`config.mk`:
```
export PLATFORM = sky130hd
export DESIGN_NAME = lpm_ctrl
export DESIGN_NICKNAME = d
export VERILOG_FILES = /design/src/logic/lpm_pkg.sv /design/src/logic/lpm_ctrl.sv
export SDC_FILE = /design/constraint.sdc
export NUM_CORES = 1
export LEC_CHECK = 0
export ABC_AREA = 1
export BUFFER_PORTS_ARGS = -buffer_cell sky130_fd_sc_hd__clkbuf_2
export CAP_MARGIN = 25
export CORE_UTILIZATION = 60
export CTS_BUF_LIST = sky130_fd_sc_hd__clkbuf_4 sky130_fd_sc_hd__clkbuf_8
export CTS_CLUSTER_SIZE = 20
export DETAILED_ROUTE_END_ITERATION = 10
export PLACE_DENSITY = 0.9
export SLEW_MARGIN = 20
export SYNTH_ARGS = -nofsm -noshare
export SYNTH_HDL_FRONTEND = slang
export SYNTH_SLANG_ARGS = --single-unit
```
`constraint.sdc`:
```
create_clock -name pclk -period 7.36 [get_ports pclk]
set_input_delay 0.736 -clock pclk [delete_from_list [all_inputs] [get_ports pclk]]
set_output_delay 0.736 -clock pclk [all_outputs]
set_load 0.05 [all_outputs]
```
`src/logic/lpm_pkg.sv`:
```
/*
 Package for the low-power mode controller: register map, status-word
 field positions, reset values, sequence timing and the clock-gate carrier.
 Assumes a 32-bit APB master and a core on the same pclk.
*/
// Behaviour
// - Four status-word bits select operating mode
// - All bits clear: CPU and clocks run
// - Halt only: stop CPU and main clock
// - Halt plus gen0: DIGITALLY_CONTROLLED_OSC off, DC gated when DCO feeds no running clock
// - Halt plus gen1: sub-main and DIGITALLY_CONTROLLED_OSC off
// - Halt, gen1, gen0: only auxiliary clock runs
// - All four set: every clock stops
// - Mode bit writes take effect immediately
// - Gated peripherals idle until clock returns
// - Mode changes keep pins, RAM, registers
// - Any enabled interrupt wakes every mode
// - Wake pushes program counter and status word
// - Entry clears halt, crystal disable, gen1, interrupt enable
// - Return pops status word, restoring mode
// - Edited saved word selects mode on return
// - Software reads, writes mode bits and stack
// - Crystal stops only when feeding nothing
// - Six cycles from acceptance to service
package lpm_pkg;

   // Register byte addresses
   localparam logic [7:0] REG_STATUS_WORD = 8'h00;
   localparam logic [7:0] REG_CLK_SOURCE  = 8'h04;
   localparam logic [7:0] REG_STACK_PTR   = 8'h08;
   localparam logic [7:0] REG_STACK_SEL   = 8'h0C;
   localparam logic [7:0] REG_STACK_DATA  = 8'h10;
   localparam logic [7:0] REG_GATE_STATE  = 8'h14;

   // Status word field positions
   localparam int SW_GLOBAL_IRQ_ENABLE   = 3;
   localparam int SW_CPU_HALT_BIT        = 4;
   localparam int SW_CRYSTAL_DISABLE_BIT = 5;
   localparam int SW_GENERATOR_BIT_ZERO  = 6;
   localparam int SW_GENERATOR_BIT_ONE   = 7;
   localparam int SW_WIDTH               = 16;

   // Clock source field positions
   localparam int SRC_DCO_MAIN  = 0;
   localparam int SRC_DCO_SUB   = 1;
   localparam int SRC_XTAL_MAIN = 2;
   localparam int SRC_XTAL_SUB  = 3;
   localparam int SRC_WIDTH     = 4;

   // Reset values
   localparam logic [15:0] STATUS_WORD_RESET = 16'h0000;
   localparam logic [3:0]  CLK_SOURCE_RESET  = 4'h3;

   // Bits cleared when interrupt service is entered
   localparam logic [15:0] ENTRY_CLEAR_MASK  = 16'h00B8;

   // Sequence timing in cycles
   localparam logic [2:0] IRQ_LATENCY_CYCLES = 3'h6;
   localparam logic [2:0] RETURN_CYCLES      = 3'h5;
   localparam logic [2:0] PUSH_PC_CYCLE      = 3'h1;
   localparam logic [2:0] PUSH_SW_CYCLE      = 3'h2;
   localparam logic [2:0] POP_SW_CYCLE       = 3'h1;
   localparam logic [2:0] POP_PC_CYCLE       = 3'h2;

   // Clock and resource enables
   typedef struct packed {
      logic cpu_run;
      logic main_clk_en;
      logic sub_main_clk_en;
      logic aux_clk_en;
      logic dco_osc_en;
      logic dc_gen_en;
      logic xtal_osc_en;
   } lpm_gate_t;

   localparam logic [6:0] GATE_RESET = 7'h7F;

   typedef enum {
      SEQ_RUN,
      SEQ_ENTRY,
      SEQ_RETURN
   } lpm_seq_t;

endpackage

```
`src/logic/lpm_ctrl.sv`:
```
/*
 Low-power mode controller: status word with mode-control bits, clock and
 oscillator gating, interrupt entry and return sequencing with a small
 word stack, and an APB slave for software access.
 Assumes the core, peripherals and APB master all run on pclk, and that
 the core stalls while the cpu_run output is low.
*/
// Implementation choices: the register addresses and the APB slave port.
`timescale 1ns/1ps

module lpm_ctrl #(
   parameter int STACK_DEPTH = 16,
   parameter int PTR_WIDTH   = 4
) (
   input  wire  logic                      pclk,
   input  wire  logic                      presetn,
   input  wire  logic                      clk_en,
   input  wire  logic                      psel,
   input  wire  logic                      penable,
   input  wire  logic                      pwrite,
   input  wire  logic [7:0]                paddr,
   input  wire  logic [31:0]               pwdata,
   output       logic [31:0]               prdata,
   output       logic                      pready,
   output       logic                      pslverr,
   input  wire  logic                      irq_request,
   input  wire  logic                      nmi_request,
   input  wire  logic                      return_from_irq,
   input  wire  logic [15:0]               program_counter,
   output       lpm_pkg::lpm_gate_t        gate,
   output       logic                      isr_start,
   output       logic                      resume_valid,
   output       logic [15:0]               resume_pc
);
   import lpm_pkg::*;

   logic [15:0]           status_word;
   logic [15:0]           next_status;
   logic [3:0]            clk_source;
   logic [15:0]           stack_mem [STACK_DEPTH];
   logic [PTR_WIDTH-1:0]  stack_ptr;
   logic [PTR_WIDTH-1:0]  stack_sel;
   logic [15:0]           entry_pc;
   lpm_seq_t              seq_state;
   logic [2:0]            seq_count;
   logic                  apb_access;
   logic                  apb_write;
   logic                  apb_setup;
   logic                  wake_request;
   logic                  push_pc;
   logic                  push_sw;
   logic                  pop_sw;
   logic                  pop_pc;
   logic [PTR_WIDTH-1:0]  top_index;
   lpm_gate_t             next_gate;

   // Bus phases; pready is registered from setup, so every access completes without a wait state
   assign apb_setup  = psel & ~penable;
   assign apb_access = psel & penable & pready;
   assign apb_write  = apb_access & pwrite;

   // Halted core still wakes on any enabled source
   assign wake_request = nmi_request | (irq_request & status_word[SW_GLOBAL_IRQ_ENABLE]);

   // Stack steps inside the entry and return sequences
   assign push_pc   = (seq_state == SEQ_ENTRY)  && (seq_count == PUSH_PC_CYCLE);
   assign push_sw   = (seq_state == SEQ_ENTRY)  && (seq_count == PUSH_SW_CYCLE);
   assign pop_sw    = (seq_state == SEQ_RETURN) && (seq_count == POP_SW_CYCLE);
   assign pop_pc    = (seq_state == SEQ_RETURN) && (seq_count == POP_PC_CYCLE);
   assign top_index = stack_ptr - PTR_WIDTH'(1);

   // Per-bit gating; listed modes fall out of the same equations
   function automatic lpm_gate_t gate_of(input logic [15:0] sw, input logic [3:0] src);
      logic      halt;
      logic      xdis;
      logic      gen0;
      logic      gen1;
      logic      dco_busy;
      logic      xtal_busy;
      lpm_gate_t g;
      halt = sw[SW_CPU_HALT_BIT];
      xdis = sw[SW_CRYSTAL_DISABLE_BIT];
      gen0 = sw[SW_GENERATOR_BIT_ZERO];
      gen1 = sw[SW_GENERATOR_BIT_ONE];
      // Sources still needed by a clock that is running
      dco_busy  = (src[SRC_DCO_MAIN] & ~halt) | (src[SRC_DCO_SUB] & ~gen1);
      xtal_busy = (src[SRC_XTAL_MAIN] & ~halt) | (src[SRC_XTAL_SUB] & ~gen1);
      g.cpu_run         = ~halt;
      g.main_clk_en     = ~halt;
      g.sub_main_clk_en = ~gen1;
      g.dco_osc_en      = ~(halt & (gen0 | gen1));
      g.dc_gen_en       = ~(gen0 & ~dco_busy);
      g.xtal_osc_en     = ~(xdis & ~xtal_busy);
      g.aux_clk_en      = ~xdis;
      return g;
   endfunction

   // Next status word: sequencer outranks a software write in the same cycle
   always_comb begin
      next_status = status_word;
      if (apb_write && paddr == REG_STATUS_WORD) begin
         next_status = pwdata[15:0];
      end
      if (push_sw) begin
         next_status = status_word & ~ENTRY_CLEAR_MASK;
      end else if (pop_sw) begin
         next_status = stack_mem[top_index];
      end
   end

   // Gate for the mode being entered, so outputs move on the writing edge
   assign next_gate = gate_of(next_status, clk_source);

   // Status word; written by software and the sequencer, cleared by reset
   always_ff @(posedge pclk or negedge presetn) begin
      if (!presetn) begin
         status_word <= STATUS_WORD_RESET;
      end else if (clk_en) begin
         status_word <= next_status;
      end
   end

   // Registered clock and resource enables
   always_ff @(posedge pclk or negedge presetn) begin
      if (!presetn) begin
         gate <= lpm_gate_t'(GATE_RESET);
      end else if (clk_en) begin
         gate <= next_gate;
      end
   end

   // Clock source configuration decides which oscillators stay busy
   always_ff @(posedge pclk or negedge presetn) begin
      if (!presetn) begin
         clk_source <= CLK_SOURCE_RESET;
      end else if (clk_en) begin
         if (apb_write && paddr == REG_CLK_SOURCE) begin
            clk_source <= pwdata[SRC_WIDTH-1:0];
         end
      end
   end

   // Stack window select for software edits of saved words
   always_ff @(posedge pclk or negedge presetn) begin
      if (!presetn) begin
         stack_sel <= '0;
      end else if (clk_en) begin
         if (apb_write && paddr == REG_STACK_SEL) begin
            stack_sel <= pwdata[PTR_WIDTH-1:0];
         end
      end
   end

   // Entry and return sequencer
   always_ff @(posedge pclk or negedge presetn) begin
      if (!presetn) begin
         seq_state <= SEQ_RUN;
         seq_count <= '0;
         entry_pc  <= '0;
      end else if (clk_en) begin
         case (seq_state)
            SEQ_RUN: begin
               seq_count <= '0;
               // Wake has priority; a return in the same cycle is dropped
               if (wake_request) begin
                  seq_state <= SEQ_ENTRY;
                  entry_pc  <= program_counter;
                  seq_count <= 3'h1;
               end else if (return_from_irq) begin
                  seq_state <= SEQ_RETURN;
                  seq_count <= 3'h1;
               end
            end
            SEQ_ENTRY: begin
               if (seq_count == IRQ_LATENCY_CYCLES) begin
                  seq_state <= SEQ_RUN;
                  seq_count <= '0;
               end else begin
                  seq_count <= seq_count + 3'h1;
               end
            end
            SEQ_RETURN: begin
               if (seq_count == RETURN_CYCLES) begin
                  seq_state <= SEQ_RUN;
                  seq_count <= '0;
               end else begin
                  seq_count <= seq_count + 3'h1;
               end
            end
            default: begin
               seq_state <= SEQ_RUN;
               seq_count <= '0;
            end
         endcase
      end
   end

   // Service start pulse, one cycle, six cycles after acceptance
   always_ff @(posedge pclk or negedge presetn) begin
      if (!presetn) begin
         isr_start <= 1'b0;
      end else if (clk_en) begin
         isr_start <= (seq_state == SEQ_ENTRY) &&
                      (seq_count == IRQ_LATENCY_CYCLES - 3'h1);
      end
   end

   // Resume address from the stack, flagged for one cycle at return end
   always_ff @(posedge pclk or negedge presetn) begin
      if (!presetn) begin
         resume_pc    <= '0;
         resume_valid <= 1'b0;
      end else if (clk_en) begin
         if (pop_pc) begin
            resume_pc <= stack_mem[top_index];
         end
         resume_valid <= (seq_state == SEQ_RETURN) &&
                         (seq_count == RETURN_CYCLES - 3'h1);
      end
   end

   // Stack pointer; wraps on overflow, as a core stack would run over RAM
   always_ff @(posedge pclk or negedge presetn) begin
      if (!presetn) begin
         stack_ptr <= '0;
      end else if (clk_en) begin
         if (push_pc || push_sw) begin
            stack_ptr <= stack_ptr + PTR_WIDTH'(1);
         end else if (pop_sw || pop_pc) begin
            stack_ptr <= stack_ptr - PTR_WIDTH'(1);
         end
      end
   end

   // Stack storage; a bus write loses to a push in the same cycle
   always_ff @(posedge pclk) begin
      if (clk_en) begin
         if (push_pc) begin
            stack_mem[stack_ptr] <= entry_pc;
         end else if (push_sw) begin
            stack_mem[stack_ptr] <= status_word;
         end else if (apb_write && paddr == REG_STACK_DATA) begin
            stack_mem[stack_sel] <= pwdata[15:0];
         end
      end
   end

   // No wait state: ready rises in the first access cycle
   always_ff @(posedge pclk or negedge presetn) begin
      if (!presetn) begin
         pready <= 1'b0;
      end else if (clk_en) begin
         pready <= apb_setup;
      end
   end

   // Read data and error, captured in the setup cycle
   always_ff @(posedge pclk or negedge presetn) begin
      if (!presetn) begin
         prdata  <= '0;
         pslverr <= 1'b0;
      end else if (clk_en) begin
         if (apb_setup) begin
            prdata  <= '0;
            pslverr <= 1'b0;
            case (paddr)
               REG_STATUS_WORD: prdata <= {16'h0000, status_word};
               REG_CLK_SOURCE:  prdata <= {28'h0000000, clk_source};
               REG_STACK_PTR:   prdata <= 32'(stack_ptr);
               REG_STACK_SEL:   prdata <= 32'(stack_sel);
               REG_STACK_DATA:  prdata <= {16'h0000, stack_mem[stack_sel]};
               REG_GATE_STATE:  prdata <= {25'h0, gate};
               default:         pslverr <= 1'b1;
            endcase
         end else begin
            pslverr <= 1'b0;
         end
      end
   end

endmodule // lpm_ctrl

```
* Word level (Yosys, flattened, before mapping)
Memory sizes are Yosys's and may differ from the RTL's.
Index checks and enable logic that the tools add are counted.
** Storage, ports and cells
- RAM bits :: 256
- Logic and storage cells :: 131
- Output and inout bits :: 59
- Memories :: 1
- Register bits after elaboration :: 137
** Operators by class
- Bitwise logic cells :: 27
- Muxes and demuxes :: 34
- Equal/unequal tests :: 17
- $add $sub $neg :: 3
- Reduce and logical (&&, ||, !) cells :: 28
** Memory list
- stack_mem :: words 16, width 16, read ports 2, clocked after memory_dff 0, write ports 1, RTL line lpm_ctrl.sv:40 : logic [15:0] stack_mem [STACK_DEPTH];
** Operators by type and width (number)
- $mux W32 :: 4
- $pmux W16 S6 :: 1
- $pmux W32 S3 :: 1
- $eq A32 B2 Y1 const B :: 2
- $mux W16 :: 4
- $eq A32 B1 Y1 const B :: 1
- $eq A32 B3 Y1 const B :: 1
- $logic_not A32 Y1 :: 1
- $mux W1 :: 17
- $eq A8 B4 Y1 const B :: 2
- $eq A8 B5 Y1 const B :: 2
- $reduce_or A16 Y1 :: 1
- $and A1 B1 Y1 :: 12
- $mux W4 :: 3
- $reduce_and A2 Y1 :: 6
- $logic_and A1 B1 Y1 :: 10
- $not A1 Y1 :: 10
- $eq A3 B3 Y1 const B :: 3
- $pmux W3 S3 :: 1
- $eq A8 B3 Y1 const B :: 1
- $logic_not A8 Y1 :: 1
- $mux W8 :: 1
- $mux W3 :: 2
- $reduce_and A3 Y1 :: 2
- 13 further kinds :: 20

* Depth between registers and ports, before layout
- Word-level depth :: 13
- Mapped depth :: 18

* Least setup slack after synthesis
No wires, ideal clock.
- Kind :: input -> register
- Start point :: in paddr[1]
- End point :: mem stack_mem[10][0], enable pin
- Path buffers :: 0
- Slack :: 4.549 ns
- Arrival :: 2.423 ns
- Cell stages on the path :: 9
- Required time :: 6.972 ns
- Cell sequence :: nor2_2 > nand3_2 > nor2_4 > nand3_4 > nand2_1 > o21ai_2 > inv_1 > nand3_2 > nor2_1
** On the way
- Cells in the longest elaborated chain, start to end :: 9
- Elaborated cells between the ends (all ways) :: 10
- Classes of those cells :: eq/ne (1); mux (7); reduce/logical (2)
** Ends and longest elaborated chain
- from (decl) :: RTL line lpm_ctrl.sv:21 : input wire logic [7:0] paddr,
- $eq A8 B5 Y1 (*) :: RTL line lpm_ctrl.sv:242 : end else if (apb_write && paddr == REG_STACK_DATA) begin
- $logic_and A1 B1 Y1 (*) :: RTL line lpm_ctrl.sv:242
- $mux W1 (*) :: RTL line lpm_ctrl.sv:242
- $mux W1 (*) :: RTL line lpm_ctrl.sv:240 : end else if (push_sw) begin
- $mux W1 (*) :: RTL line lpm_ctrl.sv:238 : if (push_pc) begin
- $mux W1 (*) :: RTL line lpm_ctrl.sv:237 : if (clk_en) begin
- $mux W1 (not written as such) (*) :: RTL line lpm_ctrl.sv:243 : stack_mem[stack_sel] <= pwdata[15:0];
- $reduce_or A16 Y1 (no source line)
- $mux W4 (no source line) or $mux W1 (tied branches)
- to (decl) :: RTL line lpm_ctrl.sv:40
Mark *: on every way between the ends. The rest lies on a longest branch, timed or not.

* Final worst setup path
- Start point :: reg stack_ptr[0]
- End point :: reg gate[2] (netlist name)
** On the way
- Cells in the longest elaborated chain, start to end :: 7
** Ends and longest elaborated chain
- from (decl) :: RTL line lpm_ctrl.sv:41 : logic [PTR_WIDTH-1:0] stack_ptr;
- from (signal assigned) :: RTL line lpm_ctrl.sv:228 : stack_ptr <= stack_ptr + PTR_WIDTH'(1);
- from (signal assigned) :: RTL line lpm_ctrl.sv:230 : stack_ptr <= stack_ptr - PTR_WIDTH'(1);
- $sub A4 B1 Y4 (*) :: RTL line lpm_ctrl.sv:70 : assign top_index = stack_ptr - PTR_WIDTH'(1);
- $mem_v2 Z16 W16 (*)
- $mux W16 (*) :: RTL line lpm_ctrl.sv:106 : end else if (pop_sw) begin
- $mux W8 (*) :: RTL line lpm_ctrl.sv:104 : if (push_sw) begin
- $or A1 B1 Y1 :: RTL line lpm_ctrl.sv:91 : g.dco_osc_en = ~(halt & (gen0 | gen1));
- $and A1 B1 Y1 (*) :: RTL line lpm_ctrl.sv:91
- $not A1 Y1 (*) :: RTL line lpm_ctrl.sv:91
- to (signal assigned) :: RTL line lpm_ctrl.sv:126 : gate <= lpm_gate_t'(GATE_RESET);
- to (signal assigned) :: RTL line lpm_ctrl.sv:128 : gate <= next_gate;
- to (decl) :: RTL line lpm_ctrl.sv:30 : output lpm_pkg::lpm_gate_t gate,
Marked as above.
A chain may end at the register's enable or synchronous reset.

==> impl_metrics.yaml <==
outcome:
  outcome: "finished clean"
clock_network:
  htreeDepth: 2
  clock_latency_ns: 0.64
  clk_pin_slew_ns: 0.06
  clock_sinks: 347
  numCtsBuffers: 53
  cts.path.max_buffers: 3
  cts_setup_buffers: 0
  cts_hold_buf: 0
  cts_tree: "yes"
  cts_root_buf: "clkbuf_8"
  cts_resized: 0
global_route:
  grt_max_degree: 98
  grt_pass1_vias: 14900
  grt_overflow: 0
  grt_pass1_wl_mm: 78.8
  global_route.usage.total: 0.339
  antenna_found_initial: 0
logic_synthesis:
  synth-compound-area-share: 0.178
  synthMuxAreaShare: 0.0174
  yosysTopAreaCell: "edfxtp_1"
  synthAdderAreaFrac: 0.00143
  yosysTopAreaCellShare: 0.439
  syn_avg_cell_area_um2: 9.44
  yosysSeqAreaShare: 0.570
  synth_edf_count: 256
  synth_area_um2: 17500
  syn_inst: 1853
  synth_xor_area_frac: 0.00308
  synth_flop_cell: "edfxtp_1"
  ys_seq_elements: 347
  yosys-top-cells-area: "edfxtp_1 (44%), dfrtp_1 (12%), o21ai_0 (8.0%)"
  synth_commonest_cells: "nand2_1 (306), o21ai_0 (278), edfxtp_1 (256)"
  ys_warn_count: 0
  synth_simple_gate_area_share: 0.153
  synth_top_family_by_area: "compound AO/OA/AOI/OAI gates"
  synth_cell_types: 47
  yosysMostFrequentCell: "nand2_1"
  async_reset_ff_frac: 0.262
setup_path:
  crit_required_ns: 7.92
  worstPathMaxFanout: 58
  start_kind: "flop"
  reg2regPathDepth: 12
  end_kind: "flop"
  arrival_ns: 4.50
  setup.reg_to_reg.worst_slack_ns: 3.42
  worst-setup-path-type: "flop to flop"
die:
  die_x_um: 173
  pin_count: 124
  core-area_um2: 28700
  fp-row-count: 62
  die_y_um: 173
  start_util: 0.610
  design.die.area_um2: 29800
timing:
  slew-limit-headroom: 0.338
  hold_viol: 0
  slew_viol_final: 0
  tns_ns: 0
  fmax_mhz: 254
  finalCritPeriodShare: 0.536
  grt_setup_unrepaired: "no"
  setup_viol: 0
  skew_ns: 0.0387
  worst_pin_slew_ns: 0.993
  finalCriticalPeriod_ns: 3.94
place:
  dp_cells: 2243
  place_area_um2: 18100
  numPortBuffers: 91
  routabilityCongestion: 0.962
  hpwlAfterDp_mm: 30.4
power_and_ir_drop:
  leakage_nw: 7.68
  power_mw: 7.31
  ir_worst_vdd_v: 0.000256
  power_density_nw_per_um2: 379
cells_and_area:
  final_area_um2: 19300
  final_core_util: 0.671
  nets: 1984
  drive_above_1_share: 0.162
  stdcell_count: 2346
  syn_to_final_growth_pct: 10.2
  antenna_cells: 0
drt:
  viasPerCell: 6.53
  drc: 0
  postRouteAntennaNets: 0
  routedWlPerCell_um: 21.6
  drt_iter0_drc: 2870
  num_vias: 15300
  wl_mm: 50.8
  drt-pass1-iter-count: 6
worst_hold_path:
  hold_path_class: "input port to async pin"
flow_run:
  cap_violations: 0
==> cell usage in the layout, fill, tap and decap left out, drive strengths merged, types with 8 or more instances in the layout <==
| cell type | netlist | final |
|---|---|---|
| nand2 | 312 | 312 |
| o21ai | 282 | 282 |
| edfxtp | 256 | 256 |
| clkbuf | 39 | 167 |
| nand3 | 159 | 159 |
| inv | 156 | 157 |
| a21oi | 155 | 155 |
| nor2 | 135 | 135 |
| dfrtp | 83 | 83 |
| o211ai | 80 | 80 |
| buf | 101 | 44 |
| mux2 | 27 | 27 |
| clkinv | 0 | 20 |
| conb | 1 | 16 |
| a22oi | 12 | 12 |
| o22ai | 11 | 11 |
| a31oi | 9 | 9 |
| dfstp | 8 | 8 |
==> layer usage <==
layer,wire length [µm],global-route usage,share of wire,vias to the layer above
li1,-,-,-,6612
met1,17000,0.439,0.34,7057
met2,23400,0.526,0.46,1380
met3,7640,0.0743,0.15,267
met4,2720,0.208,0.054,0
met5,0,0,0,-
==> metrics by stage <==
step	setup WS, ns	hold slack (ns)
3_5_place_dp	3.28	0.472
6_report	3.42	0.0471
3_3_place_gp	3.34	0.460
4_1_cts	3.45	0.0427
2_1_floorplan	4.55	0.440
5_1_grt	3.34	0.0633
==> worst max-delay path: stages, from the launching register on <==
cell and delay, ns:
dfrtp_4 0.85, inv_2 0.51, ha_2 0.50, buf_4 0.45, buf_12 0.35, nand3_1 0.14
nand3_1 0.10, nand3_1 0.11, nand2_1 0.24, nand2_1 0.12, a21oi_2 0.25, nand2_1 0.12
nand3_1 0.08
==> logic make-up (layout without fill, tap and decap cells) <==
kind of cell	Yosys count	count (layout)
compound gates	560	560
xor+xnor	4	4
fa+ha+maj	2	2
buf+inv	296	390
flops	347	347
mux	27	27
other cells	1	16
simple gates	616	616
==> flip-flops by register name, indices dropped and copies added (netlist names) <==
name,cells
gate,6
stack_ptr,4
stack_sel,4
status_word,16
seq_state,2
clk_source,4
stack_mem,256
pslverr,1
prdata,16
entry_pc,16
isr_start,1
resume_valid,1
seq_count,3
resume_pc,16
pready,1
==> area by class of cell <==
type / count / area (µm²)
timing repair buffer: 134 / 828
sequential: 347 / 9980
fill: 1990 / 9430
tap: 384 / 480
multi-input combinational: 1225 / 6300
clock buffer: 77 / 947
clock inverter: 23 / 141
inverter: 156 / 587
==> final timing paths <==
path,startpoint,to
worst max-delay path,stack_ptr[0],gate[2]
worst min-delay path,presetn,isr_start
worst max register to register,stack_ptr[0],gate[2]
worst min register to register,resume_pc[3],resume_pc[3]
max in group asynchronous,presetn,stack_sel[0]
min in group pclk,program_counter[15],entry_pc[15]
==> power by group <==
part | switching, mW | total [mW] | internal [mW]
Sequential | 0.177 | 2.71 | 2.53
Combinational | 2.14 | 2.96 | 0.819
Clock | 0.771 | 1.64 | 0.867
Total | 3.08 | 7.31 | 4.22
(Power assumes the default switching activity.)
